## src/acrl_pkg.sv

```systemverilog
// acrl_pkg: constants for the conversion flow control block
// assumes: single 10 MHz bus clock domain, no import by users
package acrl_pkg;
  // ======================================================
  // register map
  localparam logic [7:0] FLOW_CTL_OFFSET = 8'h05;
  // field positions in the flow control byte
  localparam int ABORT_BIT = 7;
  localparam int TRIGGER_BIT = 6;
  localparam int RESTART_BIT = 5;
  localparam int LOAD_OK_BIT = 4;
  localparam logic [7:0] FLOW_CTL_RESET = 8'h00;
  // ======================================================
  // access configuration encodings
  localparam logic [1:0] ACC_NONE = 2'h0;
  localparam logic [1:0] ACC_BUS = 2'h1;
  localparam logic [1:0] ACC_IFACE = 2'h2;
  localparam logic [1:0] ACC_BOTH = 2'h3;
endpackage

```

## src/acrl_req_if.sv

```systemverilog
// acrl_req_if: set requests from the source selector to the flag logic
// assumes: both ends on clk_i
`timescale 1ns/1ps
interface acrl_req_if;
  logic set_restart;
  logic set_trigger;
  logic set_abort;
  logic set_load_ok;
  modport src (output set_restart, set_trigger, set_abort, set_load_ok);
  modport dst (input set_restart, set_trigger, set_abort, set_load_ok);
endinterface

```

## src/acrl_req_sel.sv

```systemverilog
// acrl_req_sel: turns bus writes or interface signal edges into set requests
// assumes: interface signals are on clk_i, so no synchroniser
`timescale 1ns/1ps
module acrl_req_sel (
  // clock and reset
  input wire logic clk_i,
  input wire logic rstn_i,
  // control
  input wire logic [1:0] access_config_i,
  // register write port
  input wire logic wr_i,
  input wire logic [7:0] wdata_i,
  // internal interface signals
  input wire logic if_restart_i,
  input wire logic if_trigger_i,
  input wire logic if_abort_i,
  input wire logic if_load_ok_i,
  // set requests
  acrl_req_if.src req
);
  typedef struct packed {
    logic restart;
    logic trigger;
    logic abort;
  } acrl_sel_st_t;

  acrl_sel_st_t st, next_st;
  logic bus_en;
  logic if_en;
  logic [7:0] wd;

  // ======================================================
  // source selection and edge detection
  always_comb begin
    bus_en = access_config_i == acrl_pkg::ACC_BUS;
    if_en = access_config_i == acrl_pkg::ACC_IFACE;
    wd = (bus_en && wr_i) ? wdata_i : 8'h00; // writing zero has no effect
    next_st.restart = if_restart_i;
    next_st.trigger = if_trigger_i;
    next_st.abort = if_abort_i;
    req.set_restart = wd[acrl_pkg::RESTART_BIT] | (if_en & if_restart_i & ~st.restart);
    req.set_trigger = wd[acrl_pkg::TRIGGER_BIT] | (if_en & if_trigger_i & ~st.trigger);
    req.set_abort = wd[acrl_pkg::ABORT_BIT] | (if_en & if_abort_i & ~st.abort);
    // load ok only together with restart on the bus
    req.set_load_ok = (wd[acrl_pkg::LOAD_OK_BIT] & wd[acrl_pkg::RESTART_BIT])
      | (if_en & if_restart_i & ~st.restart & if_load_ok_i);
  end

  // edge detector registers
  always_ff @(posedge clk_i or negedge rstn_i) begin
    if (!rstn_i) begin
      st <= '0;
    end else begin
      st <= next_st;
    end
  end
endmodule

```

## src/acrl_flow_ctl.sv

```systemverilog
// acrl_flow_ctl: restart, trigger, abort and load ok flags of the converter
// assumes: command loader, sampler and list logic share clk_i and drive status inputs
//
// Functional notes
// - idle with restart pending: fetch the first command from the list top
// - restart clears once the first command reaches the command register
// - restart sets only while enabled, held clear when disabled
// - bus zero write ignored; one while set keeps it and flags overrun
// - access_config selects bus writes or interface signals
// - interface restart while restart still set is an overrun
// - trigger mode: restart also sets trigger after end-of-list or abort
// - load ok swaps lists at next restart and clears with that swap
// - load ok forced zero when list buffering or module is off
// - bus writes of one or zero never clear a set load ok
// - interface load ok sampled at restart signal edge
// - restart mode: restart without load ok raises load ok error, unless abort
// - no load ok error on first restart after enable, stop exit, soft reset
// - restart mode: restart with trigger raises trigger error
// - abort stops conversion, sequence, list; suppresses load ok errors
// - trigger starts a sequence when idle, clears at first sampling
`timescale 1ns/1ps
module acrl_flow_ctl (
  // clock and reset
  input wire logic clk_i,
  input wire logic rstn_i,
  // configuration
  input wire logic module_enable_i,
  input wire logic list_buffer_mode_i,
  input wire logic trigger_mode_i,
  input wire logic [1:0] access_config_i,
  input wire logic soft_reset_i,
  input wire logic stop_exit_i,
  // register port
  input wire logic [7:0] addr_i,
  input wire logic wr_i,
  input wire logic [7:0] wdata_i,
  output logic [7:0] rdata_o,
  // internal interface
  input wire logic if_restart_i,
  input wire logic if_trigger_i,
  input wire logic if_abort_i,
  input wire logic if_load_ok_i,
  // converter status
  input wire logic conv_busy_i,
  input wire logic cmd_loaded_i,
  input wire logic sample_start_i,
  input wire logic eol_done_i,
  input wire logic abort_done_i,
  // converter control
  output logic fetch_top_o,
  output logic swap_list_o,
  output logic abort_o,
  output logic start_seq_o,
  // error events
  output logic restart_error_o,
  output logic trigger_error_o,
  output logic load_ok_error_o
);
  typedef struct packed {
    logic restart_request;
    logic trigger_request;
    logic abort_request;
    logic load_ok;
    logic fetched;
    logic first_restart;
    logic enable_q;
    logic [7:0] rdata;
    logic fetch_top;
    logic swap_list;
    logic start_seq;
    logic restart_error;
    logic trigger_error;
    logic load_ok_error;
  } acrl_st_t;

  acrl_st_t st, next_st;
  acrl_req_if req ();
  logic wr_hit;
  logic new_restart;
  logic fetch_now;
  logic aborting;

  // ======================================================
  // request source selection
  acrl_req_sel u_sel (
    .clk_i(clk_i),
    .rstn_i(rstn_i),
    .access_config_i(access_config_i),
    .wr_i(wr_hit),
    .wdata_i(wdata_i),
    .if_restart_i(if_restart_i),
    .if_trigger_i(if_trigger_i),
    .if_abort_i(if_abort_i),
    .if_load_ok_i(if_load_ok_i),
    .req(req.src)
  );

  assign wr_hit = wr_i && (addr_i == acrl_pkg::FLOW_CTL_OFFSET);

  // ======================================================
  // flag next state
  always_comb begin
    next_st = st;
    new_restart = req.set_restart & ~st.restart_request;
    aborting = st.abort_request | req.set_abort;
    fetch_now = st.restart_request & ~st.fetched & ~conv_busy_i;
    next_st.enable_q = module_enable_i;
    next_st.fetch_top = fetch_now;
    next_st.swap_list = fetch_now & st.load_ok;
    next_st.fetched = (st.fetched | fetch_now) & ~cmd_loaded_i;
    // set wins over the status clear on the restart, trigger and abort flags
    next_st.restart_request = (st.restart_request & ~cmd_loaded_i) | req.set_restart;
    next_st.trigger_request = (st.trigger_request & ~sample_start_i) | req.set_trigger
      | (trigger_mode_i & new_restart & (eol_done_i | aborting));
    next_st.abort_request = (st.abort_request & ~abort_done_i) | req.set_abort;
    // load ok sets only with restart, never cleared by writes, cleared by swap
    // an overrun restart carries no load ok, else it would outlive its restart
    next_st.load_ok = ((st.load_ok & ~(fetch_now & st.load_ok))
      | (req.set_load_ok & ~st.restart_request)) & list_buffer_mode_i;
    next_st.start_seq = st.trigger_request & ~st.restart_request & ~conv_busy_i;
    // overruns on restart and trigger
    next_st.restart_error = req.set_restart & st.restart_request;
    next_st.trigger_error = (req.set_trigger & st.trigger_request)
      | (~trigger_mode_i & next_st.restart_request & next_st.trigger_request
      & ~(st.restart_request & st.trigger_request));
    next_st.load_ok_error = ~trigger_mode_i & new_restart & ~next_st.load_ok
      & ~aborting & ~st.first_restart;
    next_st.first_restart = st.first_restart & ~new_restart;
    if (stop_exit_i || (module_enable_i && !st.enable_q)) begin
      next_st.first_restart = 1'b1;
    end
    if (!module_enable_i || soft_reset_i) begin
      next_st.restart_request = 1'b0;
      next_st.trigger_request = 1'b0;
      next_st.abort_request = 1'b0;
      next_st.load_ok = 1'b0;
      next_st.fetched = 1'b0;
      next_st.first_restart = 1'b1;
      next_st.fetch_top = 1'b0;
      next_st.swap_list = 1'b0;
      next_st.start_seq = 1'b0;
      next_st.restart_error = 1'b0;
      next_st.trigger_error = 1'b0;
      next_st.load_ok_error = 1'b0;
    end
    next_st.rdata = acrl_pkg::FLOW_CTL_RESET;
    next_st.rdata[acrl_pkg::ABORT_BIT] = next_st.abort_request;
    next_st.rdata[acrl_pkg::TRIGGER_BIT] = next_st.trigger_request;
    next_st.rdata[acrl_pkg::RESTART_BIT] = next_st.restart_request;
    next_st.rdata[acrl_pkg::LOAD_OK_BIT] = next_st.load_ok;
  end

  // state register
  always_ff @(posedge clk_i or negedge rstn_i) begin
    if (!rstn_i) begin
      st <= '0;
    end else begin
      st <= next_st;
    end
  end

  // outputs straight from flops
  assign rdata_o = st.rdata;
  assign fetch_top_o = st.fetch_top;
  assign swap_list_o = st.swap_list;
  assign abort_o = st.abort_request;
  assign start_seq_o = st.start_seq;
  assign restart_error_o = st.restart_error;
  assign trigger_error_o = st.trigger_error;
  assign load_ok_error_o = st.load_ok_error;
endmodule

```

## config.mk

```make
export PLATFORM = sky130hd
export DESIGN_NAME = acrl_flow_ctl
export DESIGN_NICKNAME = d
export VERILOG_FILES = /design/src/acrl_pkg.sv /design/src/acrl_req_if.sv /design/src/acrl_req_sel.sv /design/src/acrl_flow_ctl.sv
export SDC_FILE = /design/constraint.sdc
export NUM_CORES = 1
export LEC_CHECK = 0
export BUFFER_PORTS_ARGS = -buffer_cell sky130_fd_sc_hd__buf_2
export CORE_ASPECT_RATIO = 1.1
export CORE_MARGIN = 3
export CORE_UTILIZATION = 25
export DETAILED_ROUTE_END_ITERATION = 10
export GPL_TIMING_DRIVEN = 0
export HOLD_SLACK_MARGIN = 0.08
export PLACE_DENSITY = 0.63
export SETUP_SLACK_MARGIN = 0.02
export SKIP_LAST_GASP = 1
export SLEW_MARGIN = 20
export SYNTH_ARGS = -nofsm -noshare
export SYNTH_HDL_FRONTEND = slang
export SYNTH_HIERARCHICAL = 1
export SYNTH_SLANG_ARGS = --single-unit
```

## constraint.sdc

```tcl
create_clock -name clk_i -period 1.65 [get_ports clk_i]
set_input_delay 0.4125 -clock clk_i [delete_from_list [all_inputs] [get_ports clk_i]]
set_output_delay 0.4125 -clock clk_i [all_outputs]
set_load 0.01 [all_outputs]
```

==> metrics.csv <==
stage;metric;value;unit
timing;fin crit period;1.81;ns
layout;Fill cells;298;
floorplan;I/O pin cnt;50;
layout;P&R area growth vs syn;49.8;%
placement;placed cells;149;
synthesis;Synth area leaders;dfrtp_1 51%, buf_4 7.6%, nor4b_1 5.5%;
clock_tree;TritonCTS clock tree;built;
floorplan;Rows;20;
critical_path;CP Capture Type;register;
power;PwrDens;636;nW/um2
floorplan;area of the die;3870;um2
layout;share of layout cells above drive strength 1;0.549;
timing;worst setup margin;-0.163;ns
timing;Tcrit/Tclk final;1.10;
grt;total congestion overflow;0;
critical_path;CP required;1.85;ns
critical_path;CP dominant cell by count;nor4b_4;
outcome;status;finished, violations left;
detailed_routing;initial drt markers;5;
detailed_routing;post-route antenna net violation count;0;
detailed_routing;drt pass-1 iters;4;
critical_path;worst setup path category;in2reg;
power;Max rail drop VDD;0.400;mV
synthesis;register bit total from synthesis;16;
placement;Placement Setup Slack;-0.617;ns
worst_hold_path;Worst Hold End;u_sel/st[2]$_DFF_PN0_;
synthesis;sequential element share of the synthesized area;0.507;
clock_tree;root buffer selected by CTS;clkbuf_4;
floorplan;Vert. Die Dim;64.9;um
critical_path;Worst R2R Path Depth;5;
critical_path;Critical Path, Cell by Cell;buf_6, nor4b_4, nand3b_1, nor4b_4, nand4b_1, o21ai_2, nor3_1, or3b_1, a31oi_1;
critical_path;FF-to-FF setup slack;0.17;ns
critical_path;Worst setup SP type;primary input;
detailed_routing;Via Count;709;
power;Leak;0.630;nW
worst_hold_path;Hold Crit Start;if_restart_i;
synthesis;top cell type's share of synthesized area;0.507;
placement;Post-DP HPWL;1600;um
layout;Antenna Cells;0;
detailed_routing;vias per cell;4.57;
synthesis;area leader, netlist;dfrtp_1;
critical_path;max incr delay on CP;0.37;ns
layout;most frequent cells in the layout;39 x buf_2, 16 x dfrtp_1, 9 x buf_4, 5 x inv_1, 5 x nand2b_1;
layout;final std cells w/o fill;155;
timing;Final setup viols;4;
critical_path;Reg-to-Reg End;rdata_o[6]$_DFF_PN0_;
synthesis;Netlist cell types;27;
placement;Final GP Congestion;0.767;
timing;RSZ-0062 raised after global routing;true;
worst_hold_path;Hold Crit Class;in2reg;
clock_tree;clk sink count;16;
floorplan;core footprint;2900;um2
run;max-cap violation count;0;
clock_tree;H-tree depth;1;
layout;nets;158;
critical_path;worst-path fanout max;3;
detailed_routing;Post-Route WL;1870;um
grt;Global Route Usage Sum;0.102;
worst_hold_path;WHS Path Cells;1;
critical_path;Critical R2R Launch;u_sel/st[2]$_DFF_PN0_;
layout;most common cell after layout, fill and taps aside;buf_2;
clock_tree;Clk pin slew, worst setup/hold paths;0.08;ns
placement;IO Port Bufs;41;
synthesis;post-synthesis instance total;72;
grt;vias in the first global route;756;
critical_path;Data arrival, critical path;2.01;ns
timing;Final Max Tran Viols;0;
floorplan;starting density of the core;0.272;
floorplan;DIE WIDTH;59.6;um
synthesis;Synth Area per Inst;11.0;um2
critical_path;Critical Path Slowest Stage Cell;or3b_1;
grt;initial antenna violation count;0;
grt;largest net degree at the start of global routing;17;
outcome;violated checks;negative setup slack;
detailed_routing;# DRC;0;
clock_tree;Clock Latency Late Sink;0.28;ns
timing;final hold vios;0;
detailed_routing;drt wl/cell;12.1;um
clock_tree;Num CTS Buffers;3;
grt;first-pass GRT wire length;3040;um
clock_tree;worst-case clock buffer depth;2;
timing;highest clock rate;0.551;GHz
synthesis;Synthesis Warnings;6;
synthesis;synthesized area;790;um2
timing;clk_skew;0.00327;ns
==> per-stage QoR <==
stage          total power [mW]  TNS [ns]   util  area, um2  hold WS [ns]
6_report                  0.751    -0.309  0.407       1180         0.251
5_1_grt                   0.795    -0.866  0.407       1180         0.233
4_1_cts                   0.770    -0.475  0.406       1180         0.237
3_5_place_dp              0.506     -2.92  0.372       1080         0.342
3_3_place_gp              0.503     -2.57  0.372       1080         0.339
2_1_floorplan             0.447     -1.00      -        832         0.117
==> layer usage <==
metal | wire (um) | vias to the layer above | share of wire | GRT usage
met3 | 87 | 0 | 0.047 | 0.0378
met1 | 673 | 344 | 0.36 | 0.105
met2 | 1110 | 14 | 0.59 | 0.197
met5 | 0 | - | 0 | 0
li1 | - | 351 | - | -
met4 | 0 | 0 | 0 | 0.00831
==> worst max-delay path, delay by kind of cell <==
family | cells | cell delay [ns]
simple gates | 6 | 1.24
buf+inv | 1 | 0.10
compound gates | 2 | 0.26
==> report_power, final <==
| part | internal, mW | switching [mW] |
|---|---|---|
| Sequential | 0.398 | 0.00316 |
| Combinational | 0.0557 | 0.0505 |
| Clock | 0.134 | 0.110 |
| Total | 0.588 | 0.164 |
==> state kept, by name, summed over array words and instances (netlist names) <==
signal           count
rdata_o              4
st                   3
u_sel/st             3
fetch_top_o          1
load_ok_error_o      1
restart_error_o      1
start_seq_o          1
swap_list_o          1
trigger_error_o      1
==> worst max path at each step <==
stage                     startpoint                    to  slack [ns]  cells past startpoint
after floorplan            addr_i[4]  rdata_o[6]$_DFF_PN0_       -0.29                      7
after global placement     addr_i[4]  rdata_o[6]$_DFF_PN0_       -0.56                      8
after detailed placement   addr_i[4]  rdata_o[6]$_DFF_PN0_       -0.62                      8
after CTS                  addr_i[4]  rdata_o[6]$_DFF_PN0_       -0.19                      8
after global routing       addr_i[4]  rdata_o[6]$_DFF_PN0_       -0.31                      9
final                      addr_i[4]  rdata_o[6]$_DFF_PN0_       -0.16                      9
==> area by class of cell <==
class                      instances  area [um2]  area share
inverter                           5        18.8      0.0159
clock buffer                       4        36.3      0.0307
multi-input combinational         46         390       0.330
tap                               33        41.3      0.0349
sequential                        16         400       0.339
timing repair buffer              43         235       0.199
buffer                             8        60.1      0.0508
==> cells in the mapped netlist <==
cell and count:
a31oi_1 1, nand2b_4 1, dfrtp_1 16, and4bb_1 1, o2bb2ai_1 1, nor2_1 3
or3b_1 1, nor3_1 3, o41ai_1 1, or4_4 1, nand3b_1 1, and2b_2 1
a41o_1 1, conb_1 1, nor4b_1 5, nand2_1 2, inv_1 5, and3_1 2
nand2b_1 5, o211ai_1 1, o21ai_0 3, a2111oi_2 1, buf_4 8, a32o_1 1
a21oi_1 3, nand4b_1 2, and3b_1 1
==> cell families after synthesis <==
family / share of synthesized area
compound gates: 0.122
other cells: 0.00475
buf+inv: 0.0998
simple gates: 0.266
flops: 0.507
==> timing repair <==
action / in CTS / in global routing
hold buffers: 1 / 0
setup buffers: 1 / 1
endpoints found under the setup margin: 5 / 5
resized for setup: 7 / 3
endpoints found under the hold margin: 16 / 0
pin swaps: 6 / 3
(Power assumes the default switching activity.)
